$ cat config.mk
export PLATFORM = sky130hd
export DESIGN_NAME = dri_chan
export DESIGN_NICKNAME = d
export VERILOG_FILES = /design/src/rtl/dri_pkg.sv /design/src/rtl/dri_addr_step.sv /design/src/rtl/dri_chan.sv /design/src/rtl/dri_irq.sv
export SDC_FILE = /design/constraint.sdc
export NUM_CORES = 1
export LEC_CHECK = 0
export BUFFER_PORTS_ARGS = -buffer_cell sky130_fd_sc_hd__buf_2
export CAP_MARGIN = 20
export CORE_UTILIZATION = 45
export DETAILED_ROUTE_END_ITERATION = 8
export GPL_TIMING_DRIVEN = 0
export SYNTH_ARGS = -nofsm -noshare
export SYNTH_HDL_FRONTEND = slang
export SYNTH_SLANG_ARGS = --single-unit
$ cat constraint.sdc
create_clock -name hclk -period 5.6 [get_ports hclk]
set_clock_uncertainty 0.2 [all_clocks]
set_input_delay 1.12 -clock hclk [delete_from_list [all_inputs] [get_ports hclk]]
set_output_delay 1.12 -clock hclk [all_outputs]
set_load 0.01 [all_outputs]
$ cat src/rtl/dri_pkg.sv
// Package of constants and types for the reload and indirect address DMA channel
package dri_pkg;

  // ------------------------------------------------------------
  // Register map
  // ------------------------------------------------------------
  localparam int unsigned OFS_W    = 8;
  localparam logic [7:0]  OFS_SRC  = 8'h00;
  localparam logic [7:0]  OFS_DST  = 8'h04;
  localparam logic [7:0]  OFS_CNT  = 8'h08;
  localparam logic [7:0]  OFS_CTRL = 8'h0c;
  localparam logic [7:0]  OFS_OPER = 8'h10;
  localparam logic [7:0]  OFS_STAT = 8'h14;
  localparam logic [7:0]  OFS_MASK = 8'h18;
  localparam int unsigned OPER_EN_BIT = 0;

  // ------------------------------------------------------------
  // Encodings
  // ------------------------------------------------------------
  localparam logic [1:0]  SZ_BYTE   = 2'h0;
  localparam logic [1:0]  SZ_HALF   = 2'h1;
  localparam logic [1:0]  SZ_LONG   = 2'h2;
  localparam logic [1:0]  AM_FIXED  = 2'h0;
  localparam logic [1:0]  AM_INC    = 2'h1;
  localparam logic [1:0]  AM_DEC    = 2'h2;
  localparam logic [1:0]  GRP_FIRST = 2'h0;
  localparam logic [1:0]  GRP_LAST  = 2'h3;
  localparam logic [31:0] CNT_ONE   = 32'h0000_0001;
  localparam logic [31:0] CNT_ZERO  = 32'h0000_0000;
  localparam logic [31:0] STEP_UNIT = 32'h0000_0001;
  localparam int unsigned HTRANS_ACT_BIT = 1;
  localparam logic        HRESP_OKAY     = 1'b0;
  localparam int unsigned IRQ_W   = 1;
  localparam int unsigned IRQ_END = 0;

  // ------------------------------------------------------------
  // Types
  // ------------------------------------------------------------
  typedef struct packed {
    logic       indirect;
    logic       reload;
    logic       burst;
    logic [1:0] tsize;
    logic [1:0] dmode;
    logic [1:0] smode;
    logic       ie;
    logic       en;
  } dri_ctrl_s;
  localparam int unsigned CTRL_W = $bits(dri_ctrl_s);

  typedef struct packed {
    logic        valid;
    logic        we;
    logic [1:0]  size;
    logic [31:0] addr;
    logic [31:0] wdata;
  } dri_mreq_s;

  typedef struct packed {
    logic [31:0] rdata;
    logic        ack;
  } dri_mrsp_s;

  typedef enum logic [2:0] {ST_IDLE, ST_BUSREQ, ST_PTR, ST_RD, ST_WR, ST_STEP} dri_st_e;

  typedef struct packed {
    dri_st_e     st;
    logic [31:0] src;
    logic [31:0] src_init;
    logic [31:0] dst;
    logic [31:0] cnt;
    dri_ctrl_s   ctrl;
    logic        oper;
    logic [1:0]  grp;
    dri_mreq_s   mreq;
    logic        bus_req;
    logic        dreq_clr;
    logic        wpend;
    logic [7:0]  waddr;
    logic [31:0] hrdata;
  } dri_state_s;

endpackage

$ cat src/rtl/dri_addr_step.sv
// Address stepper: next address for fixed, incrementing or decrementing mode
`timescale 1ns/1ps
module dri_addr_step (
  input  wire logic [31:0] addr,
  input  wire logic [1:0]  mode,
  input  wire logic [1:0]  size,
  output logic [31:0]      nxt
);
  import dri_pkg::*;

  logic [31:0] unit;

  assign unit = dri_pkg::STEP_UNIT << size;

  always_comb begin
    case (mode)
      AM_INC:  nxt = addr + unit;
      AM_DEC:  nxt = addr - unit;
      default: nxt = addr;
    endcase
  end
endmodule // dri_addr_step

$ cat src/rtl/dri_chan.sv
// DMA channel with address reload and indirect addressing, AHB-Lite registers
`timescale 1ns/1ps
// Notes on behaviour
// - Reload restores source address every four transfers
// - Burst mode keeps bus between transfers up to a reload point or zero count
// - Reload stops channel after fourth, releases bus
// - Without reload point, burst mode continues, keeps bus, steps source; cycle steal releases bus
// - Destination keeps stepping across reload points
// - Reload point clears request flag; otherwise untouched except at zero count
// - End interrupt at zero count if enabled
// - Zero count always clears request flag
// - Indirect: read pointer, read data, write destination
// - Pointer read is always a longword
// - Indirect source steps by longword per mode
// - Indirect write equals ordinary dual-address write
module dri_chan (
  input  wire logic              hclk,
  input  wire logic              hresetn,
  input  wire logic              ce,
  input  wire logic              hsel,
  input  wire logic [31:0]       haddr,
  input  wire logic [1:0]        htrans,
  input  wire logic              hwrite,
  input  wire logic [2:0]        hsize,
  input  wire logic [31:0]       hwdata,
  input  wire logic              hready,
  output logic                   hreadyout,
  output logic                   hresp,
  output logic [31:0]            hrdata,
  output dri_pkg::dri_mreq_s     mem_req,
  input  wire dri_pkg::dri_mrsp_s mem_rsp,
  output logic                   bus_req,
  input  wire logic              bus_grant,
  input  wire logic              dreq,
  output logic                   dreq_clr,
  output logic                   irq
);
  import dri_pkg::*;

  dri_state_s        s_r;
  dri_state_s        s_nxt;
  logic [31:0]       src_step;
  logic [31:0]       dst_step;
  logic [1:0]        src_size;
  logic [IRQ_W-1:0]  end_evt;
  logic [IRQ_W-1:0]  irq_status;
  logic [IRQ_W-1:0]  irq_mask;
  logic              wr_stat;
  logic              wr_mask;
  logic [31:0]       rd_val;
  logic              in_step;
  logic              last_xfer;
  logic              reload_pt;

  // ------------------------------------------------------------
  // Address steppers and interrupt block
  // ------------------------------------------------------------
  assign src_size = s_r.ctrl.indirect ? SZ_LONG : s_r.ctrl.tsize;

  dri_addr_step u_src_step (
    .addr (s_r.src),
    .mode (s_r.ctrl.smode),
    .size (src_size),
    .nxt  (src_step)
  );

  dri_addr_step u_dst_step (
    .addr (s_r.dst),
    .mode (s_r.ctrl.dmode),
    .size (s_r.ctrl.tsize),
    .nxt  (dst_step)
  );

  dri_irq #(.W(IRQ_W)) u_irq (
    .hclk    (hclk),
    .hresetn (hresetn),
    .ce      (ce),
    .evt     (end_evt),
    .wr_stat (wr_stat),
    .wr_mask (wr_mask),
    .wdata   (hwdata[IRQ_W-1:0]),
    .status  (irq_status),
    .mask    (irq_mask),
    .irq     (irq)
  );

  assign in_step   = (s_r.st == ST_STEP) && ce;
  assign last_xfer = (s_r.cnt == CNT_ONE);
  assign reload_pt = s_r.ctrl.reload && (s_r.grp == GRP_LAST);

  // ------------------------------------------------------------
  // Register read mux
  // ------------------------------------------------------------
  always_comb begin
    rd_val = '0;
    case (haddr[OFS_W-1:0])
      OFS_SRC:  rd_val = s_r.src;
      OFS_DST:  rd_val = s_r.dst;
      OFS_CNT:  rd_val = s_r.cnt;
      OFS_CTRL: rd_val[CTRL_W-1:0] = s_r.ctrl;
      OFS_OPER: rd_val[OPER_EN_BIT] = s_r.oper;
      OFS_STAT: rd_val[IRQ_W-1:0] = irq_status;
      OFS_MASK: rd_val[IRQ_W-1:0] = irq_mask;
      default:  rd_val = '0;
    endcase
  end

  // ------------------------------------------------------------
  // Next state
  // ------------------------------------------------------------
  function automatic dri_mreq_s first_read(input dri_state_s s);
    dri_mreq_s m;
    m       = '0;
    m.valid = 1'b1;
    m.addr  = s.src;
    m.size  = s.ctrl.indirect ? SZ_LONG : s.ctrl.tsize;
    return m;
  endfunction

  always_comb begin
    s_nxt          = s_r;
    s_nxt.dreq_clr = 1'b0;
    end_evt        = '0;
    wr_stat        = 1'b0;
    wr_mask        = 1'b0;
    if (s_r.wpend) begin
      case (s_r.waddr)
        OFS_SRC: begin
          s_nxt.src      = hwdata;
          s_nxt.src_init = hwdata;
          s_nxt.grp      = GRP_FIRST;
        end
        OFS_DST: s_nxt.dst = hwdata;
        OFS_CNT: begin
          s_nxt.cnt = hwdata;
          s_nxt.grp = GRP_FIRST;
        end
        OFS_CTRL: s_nxt.ctrl = dri_ctrl_s'(hwdata[CTRL_W-1:0]);
        OFS_OPER: s_nxt.oper = hwdata[OPER_EN_BIT];
        OFS_STAT: wr_stat = 1'b1;
        OFS_MASK: wr_mask = 1'b1;
        default: ;
      endcase
    end
    s_nxt.wpend = hsel && hready && htrans[HTRANS_ACT_BIT] && hwrite;
    s_nxt.waddr = haddr[OFS_W-1:0];
    if (hsel && hready && htrans[HTRANS_ACT_BIT] && !hwrite) begin
      s_nxt.hrdata = rd_val;
    end
    unique case (s_r.st)
      ST_IDLE: begin
        if (s_r.ctrl.en && s_r.oper && (s_r.cnt != CNT_ZERO) && dreq
            && !s_r.dreq_clr) begin
          s_nxt.bus_req = 1'b1;
          s_nxt.st      = ST_BUSREQ;
        end
      end
      ST_BUSREQ: begin
        if (bus_grant) begin
          s_nxt.mreq = first_read(s_r);
          s_nxt.st   = s_r.ctrl.indirect ? ST_PTR : ST_RD;
        end
      end
      ST_PTR: begin
        if (mem_rsp.ack) begin
          s_nxt.mreq.addr = mem_rsp.rdata;
          s_nxt.mreq.size = s_r.ctrl.tsize;
          s_nxt.st        = ST_RD;
        end
      end
      ST_RD: begin
        if (mem_rsp.ack) begin
          s_nxt.mreq.we    = 1'b1;
          s_nxt.mreq.addr  = s_r.dst;
          s_nxt.mreq.size  = s_r.ctrl.tsize;
          s_nxt.mreq.wdata = mem_rsp.rdata;
          s_nxt.st         = ST_WR;
        end
      end
      ST_WR: begin
        if (mem_rsp.ack) begin
          s_nxt.mreq = '0;
          s_nxt.st   = ST_STEP;
        end
      end
      ST_STEP: begin
        s_nxt.cnt = s_r.cnt - CNT_ONE;
        s_nxt.dst = dst_step;
        s_nxt.grp = s_r.grp + 2'h1;
        s_nxt.src = reload_pt ? s_r.src_init : src_step;
        s_nxt.dreq_clr = last_xfer || reload_pt;
        if (last_xfer) begin
          end_evt[IRQ_END] = s_r.ctrl.ie;
          s_nxt.bus_req    = 1'b0;
          s_nxt.grp        = GRP_FIRST;
          s_nxt.st         = ST_IDLE;
        end else if (reload_pt) begin
          s_nxt.bus_req = 1'b0;
          s_nxt.st      = ST_IDLE;
        end else if (s_r.ctrl.burst) begin
          s_nxt.src  = src_step;
          s_nxt.mreq = first_read(s_nxt);
          s_nxt.st   = s_r.ctrl.indirect ? ST_PTR : ST_RD;
        end else begin
          s_nxt.bus_req = 1'b0;
          s_nxt.st      = ST_IDLE;
        end
      end
    endcase
  end

  // ------------------------------------------------------------
  // State register
  // ------------------------------------------------------------
  always_ff @(posedge hclk or negedge hresetn) begin
    if (!hresetn) begin
      s_r <= '0;
    end else if (ce) begin
      s_r <= s_nxt;
    end
  end

  assign hreadyout = 1'b1;
  assign hresp     = HRESP_OKAY;
  assign hrdata    = s_r.hrdata;
  assign mem_req   = s_r.mreq;
  assign bus_req   = s_r.bus_req;
  assign dreq_clr  = s_r.dreq_clr;
endmodule // dri_chan

$ cat src/rtl/dri_irq.sv
// Sticky event status with write-one-to-clear, mask and level interrupt
`timescale 1ns/1ps
module dri_irq #(
  parameter int unsigned W = 1
) (
  input  wire logic         hclk,
  input  wire logic         hresetn,
  input  wire logic         ce,
  input  wire logic [W-1:0] evt,
  input  wire logic         wr_stat,
  input  wire logic         wr_mask,
  input  wire logic [W-1:0] wdata,
  output logic [W-1:0]      status,
  output logic [W-1:0]      mask,
  output logic              irq
);
  typedef struct packed {
    logic [W-1:0] status;
    logic [W-1:0] mask;
  } dri_irq_state_s;

  dri_irq_state_s s_r;
  dri_irq_state_s s_nxt;

  // ------------------------------------------------------------
  // Set wins over a clear in the same cycle
  // ------------------------------------------------------------
  always_comb begin
    s_nxt = s_r;
    if (wr_stat) begin
      s_nxt.status = s_r.status & ~wdata;
    end
    s_nxt.status = s_nxt.status | evt;
    if (wr_mask) begin
      s_nxt.mask = wdata;
    end
  end

  always_ff @(posedge hclk or negedge hresetn) begin
    if (!hresetn) begin
      s_r <= '0;
    end else if (ce) begin
      s_r <= s_nxt;
    end
  end

  assign status = s_r.status;
  assign mask   = s_r.mask;
  assign irq    = |(s_r.status & s_r.mask);
endmodule // dri_irq

# After elaboration in Yosys (flattened, before gate mapping)
# Cells that the tools add are included.
[classes]
reduce_logical = 40
addsub = 6
mux = 56
bitwise_logic = 4
eq_ne = 33
shift = 2
[ops]
columns = ["operator", "count"]
rows = [
  ["$mux W68", 5],
  ["$mux W32", 7],
  ["$pmux W34 S5", 1],
  ["$mux W142", 1],
  ["$mux W64", 2],
  ["$pmux W32 S2", 2],
  ["$pmux W32 S4", 1],
  ["$mux W67", 1],
  ["$add A32 B32 Y32", 2],
  ["$shl A1 B2 Y32 const A", 2],
  ["$sub A32 B32 Y32", 2],
  ["$pmux W21 S3", 1],
  ["$eq A8 B5 Y1 const B", 6],
  ["$pmux W10 S4", 1],
  ["$mux W34", 1],
  ["$eq A32 B1 Y1 const B", 1],
  ["$eq A8 B4 Y1 const B", 4],
  ["$reduce_bool A32 Y1", 1],
  ["$sub A32 B1 Y32 const B", 1],
  ["$pmux W3 S6", 1],
  ["$reduce_and A3 Y1", 6],
  ["$eq A8 B3 Y1 const B", 2],
  ["$logic_not A8 Y1", 2],
  ["$mux W2", 8],
  ["34 further kinds", 80],
]
[word_totals]
out_inout_bits = 105
elab_cells = 168
input_bits = 110
reg_bits = 258

# Depth between registers and ports, before layout
[depth]
ltp_word = 9
mapped_depth = 16
mapped_depth_nobuf = 14

# By module
# Synthesis repeated with hierarchy kept, for this count alone.
[unflattened]
hier_cells = 2106
hier_area_um2 = 18480.2
[by_module_without_submodules]
columns = ["module", "cells_each", "seq_area_each_um2", "instances", "area_each_um2"]
rows = [
  ["dri_chan", 1488, 6406.1, 1, 14356.3],
  ["dri_addr_step at u_dst_step", 309, 0.0, 1, 2040.7],
  ["dri_addr_step at u_src_step", 302, 0.0, 1, 1993.2],
  ["dri_irq", 7, 50.0, 1, 90.1],
]

# Least setup slack after synthesis
# No wires, ideal clock.
[synth_timing]
path_kind = "register to register"
start = "register s_r[121] (netlist name)"
end = "register s_r[185] (netlist name)"
path_slack_ns = 1.440
setup_time_ns = 0.139
n_path_buf = 2
period_less_slack_ns = 4.160
stages_incl_launch_ff = 17
required_time_ns = 5.261
arrival_time_ns = 3.821
path_cell_list = "dfrtp_1 > clkbuf_1 > or2_2 > ha_1 > inv_1 > o21ai_0 > ha_1 > clkbuf_2 > and3_1 > a221o_1 > a21oi_2 > a2bb2oi_1 > o31a_2 > a21oi_2 > a31o_2 > xnor2_1 > o221ai_1"
[synth_between]
elab_chain_cells = 4
elab_cells_between_ends = 5
cone_classes = "add/sub (2); shift (1); mux (2)"
[synth_lines]
columns = ["element", "line", "source"]
rows = [
  ["start: declaration", "dri_chan.sv:40", "dri_state_s s_r;"],
  ["start signal: assignment", "dri_chan.sv:219", "s_r <= s_nxt;"],
  ["$shl A1 B2 Y32 (*)", "dri_addr_step.sv:13", "assign unit = dri_pkg::STEP_UNIT << size;"],
  ["$sub A32 B32 Y32 or $add A32 B32 Y32 (tied branches)", "dri_addr_step.sv:18, dri_addr_step.sv:17", ""],
  ["$pmux W32 S2 (*)", "dri_addr_step.sv:16", "case (mode)"],
  ["$mux W64 (*)", "dri_chan.sv:150", "unique case (s_r.st)"],
]
# Every way passes the cells marked *; elsewhere a longest branch is shown, timed or not.
# A chain may end at the register's enable or synchronous reset.

# Worst setup path in the final report
[layout_timing]
start = "register s_r[121] (netlist name)"
end = "register s_r[186] (netlist name)"
# The elaborated chain is that of the path after synthesis.

==> results_dict.tcl <==
set metrics [dict create \
    multi_input_area_mm2 0.0100 \
    syn_area_per_cell_um2 8.85 \
    syn2layout_area_growth_pct 15.5 \
    syn_area_mm2 0.0179 \
    outcome "completed" \
    drc 0 \
    vias 17900 \
    slew_viol_final 0 \
    ff2ff_setup_slack_ps 1040 \
    synth_warnings 0 \
    portBuffers 182 \
    end_kind "flop" \
    start_kind "flop" \
    drtIter0Drc 2336 \
    worstSkewPairLatency_ps 590 \
    ios 215 \
    core-area_mm2 0.0389 \
    crit_family "compound AO/OA/AOI/OAI gates" \
    max_freq_ghz 0.219 \
    hold_violations 0 \
    synth_ff_type "dfrtp_1" \
    ctsRootBufferMaster "clkbuf_16" \
    postPlaceCellArea_mm2 0.0196 \
    rows 72 \
    nets 2423 \
    r2r-end "s_r[186]$_DFFE_PN0P_" \
    final-seq-area_mm2 0.00646 \
    grt_pass1_wl_um 114000 \
    max_stage_delay_ps 460 \
    whs_ps 278 \
    drive_gt1_share_pct 21.3 \
    cts_sinks 258 \
    fin_crit_ps 4560 \
    worstPathMaxFanout 10 \
    rsz0062_at_grt "false" \
    fill_cells 3710 \
    wl_um 78300 \
    hp-class "reg2reg" \
    synth_seq_area_share_pct 36.1 \
    reg2reg_depth 16 \
    grt_remaining_overflow 0 \
    max_slew_margin_pct 22.7 \
    ys_seq_elements 258 \
    die_h_um 201 \
    setup_violations 0 \
    grt_antenna_before_repair 6 \
    setup_slack_ps 1040 \
    dp_hpwl_um 61000 \
    dieWidth_um 201 \
    min_from "mem_req[33]$_DFFE_PN0P_" \
    clockBufferDepth 3 \
    ys_top_cells_by_area "dfrtp_1 36%, o21ai_0 4.9%, a21oi_1 4.9%" \
    final_area_mm2 0.0207 \
    ctsHtreeMaxLevel 1 \
    yosys.area.top_type "dfrtp_1" \
    via_per_inst 6.41 \
    place_ws_ps 1140 \
    routedWlPerCell_um 28.1 \
    synth_edf_count 0 \
    r2r_start "s_r[121]$_DFFE_PN0P_" \
    cts_hold_buf 0 \
    grt_max_degree 115 \
    cts_tree "built" \
    path_buf_inv 3 \
    fin_tns_setup_ps 0 \
    dieArea_mm2 0.0406 \
    synth_top_cell_area_share_pct 36.1 \
    synthesis.instances 2022 \
    clk_pin_slew_worst_paths_ps 60 \
    cts_made_buffers 31 \
    synthDistinctLibCells 97 \
    tightest_slew_ps 1160 \
    synth_nets 2202 \
    grt.total_usage_pct 38.3 \
    crit_type "reg2reg" \
    p_leak_nw 9.88 \
    crit_path_top_delay_cell "o21ai_1" \
    place_congestion 0.991 \
    grt_pass1_vias 16800 \
    initial_utilization_pct 46.0 \
    final.period_utilization_pct 81.5 \
    cp.arrival_ps 4810 \
    cts_resized 0 \
    first_pass_iters 6 \
    power_density_mw_per_mm2 447 \
    antenna_left 0 \
    vdd_ir_drop_max_mv 0.365 \
    cts_setup_buffers 0 \
    synthArstFlopShare_pct 100 \
    whs_path_depth 2 \
    min_to "mem_req[33]$_DFFE_PN0P_" \
    drv_cap 0 \
    cp_cell_sequence "clkbuf_1, or2_2, ha_1, inv_1, o21ai_1, buf_4, ha_1, a211oi_1, o21ai_0, a221oi_1, nand4_1, nand2_1, o21ai_0, a31oi_1, xor2_1, o221ai_1" \
    worstPathRequired_ps 5850 \
]
==> cells by family after synthesis <==
logic type / after synthesis / share of synthesized area [%]
other: 2 / 0.0420
XOR/XNOR: 47 / 2.30
AND/OR/NAND/NOR: 528 / 13.8
multiplexers: 134 / 8.08
adder cells (fa/ha/maj): 70 / 4.98
AO/OA/AOI/OAI: 722 / 26.8
buffers and inverters: 261 / 7.98
flip-flops: 258 / 36.1
==> power breakdown <==
| group | total, mW | switching, mW | internal, mW |
|---|---|---|---|
| registers | 3.03 | 0.691 | 2.34 |
| clock network | 2.18 | 0.871 | 1.31 |
| logic | 4.03 | 2.45 | 1.57 |
==> stage by stage <==
stage | total power [mW] | cells | util [%]
floorplan | 5.31 | 2022 | -
global placement | 6.91 | 2722 | 50.0
detailed placement | 6.96 | 2726 | 50.3
CTS | 9.14 | 2783 | 53.1
global route | 9.64 | 2785 | 53.1
finish | 9.24 | 2786 | 53.1
==> worst max-delay path by stage <==
| stage | startpoint | endpoint | slack, ps | cells after the start |
|---|---|---|---|---|
| floorplan | s_r[121]$_DFFE_PN0P_ | s_r[185]$_DFFE_PN0P_ | 1440 | 16 |
| global placement | hresetn | hrdata[5]$_DFFE_PN0P_ | -1830 | 1 |
| detailed placement | s_r[121]$_DFFE_PN0P_ | s_r[186]$_DFFE_PN0P_ | 1140 | 15 |
| CTS | s_r[121]$_DFFE_PN0P_ | s_r[186]$_DFFE_PN0P_ | 1130 | 15 |
| global route | s_r[121]$_DFFE_PN0P_ | s_r[186]$_DFFE_PN0P_ | 740 | 16 |
| finish | s_r[121]$_DFFE_PN0P_ | s_r[186]$_DFFE_PN0P_ | 1040 | 16 |
==> state kept, by name (all words and copies together) (netlist names) <==
signal        cells
u_irq.mask        1
u_irq.status      1
hrdata           32
mem_req          68
s_r             154
bus_req           1
dreq_clr          1
==> final cells by class <==
class,instances,area share [%]
multi-input cells,1503,48.5
flip-flops and latches,258,31.2
plain buffers,227,6.29
repair buffers,188,4.95
clock buffers,40,4.35
well taps,518,3.14
clock inverters,17,0.962
inverters,34,0.617
diodes,1,0.0121
==> layer usage <==
metal  GRT usage, %  wire length, um
met2           56.0            32800
met3           6.67             7140
met1           53.6            33300
met4           20.8             4960
met5              0               51
==> cell usage in the layout, fill, tap and decap left out, drive strengths merged, types with 14 or more instances in the layout <==
| master | instances |
|---|---|
| o31ai | 17 |
| ha | 68 |
| a211oi | 17 |
| a22o | 65 |
| a21o | 39 |
| buf | 322 |
| nand2 | 198 |
| nand3 | 41 |
| nand4 | 14 |
| dfrtp | 258 |
| mux2 | 74 |
| a21oi | 177 |
| mux2i | 59 |
| o21ai | 185 |
| xor2 | 22 |
| o211ai | 16 |
| clkbuf | 133 |
| o21a | 18 |
| nor2 | 153 |
| nor3 | 38 |
| a22oi | 36 |
| xnor2 | 25 |
| inv | 34 |
| a221oi | 16 |
| a222oi | 23 |
| a31oi | 31 |
==> worst min-delay path, stage by stage, from the launching register on <==
cell and delay [ps]:
dfrtp_1 340, nand2_1 40, o21ai_0 60
==> synth_stat cells, types with 5 or more instances <==
cell      instances
inv_1            33
a222oi_1         23
a31oi_1          31
o21a_1           18
o21ai_0         176
ha_1             68
nor2b_1          10
a32oi_1           8
o21ai_1           5
dfrtp_1         258
a21boi_0          5
nor2_1          152
clkbuf_1         88
o221ai_1          7
a221oi_1         15
nand2_1         196
buf_2            14
o22ai_1           9
o31ai_1          16
a22o_1           65
a211oi_1         16
nand4_1          13
mux2_2           74
or3_1            10
xnor2_1          25
mux2i_1          59
buf_4           104
a21o_1           38
and3_1           12
buf_1            15
a22oi_1          36
nand3_1          40
nor3_1           33
o21bai_1          9
xor2_1           22
and2_1            8
nand2b_1         13
o211ai_1         15
a21oi_1         175
No activity file was read; power rests on OpenSTA's default activity.
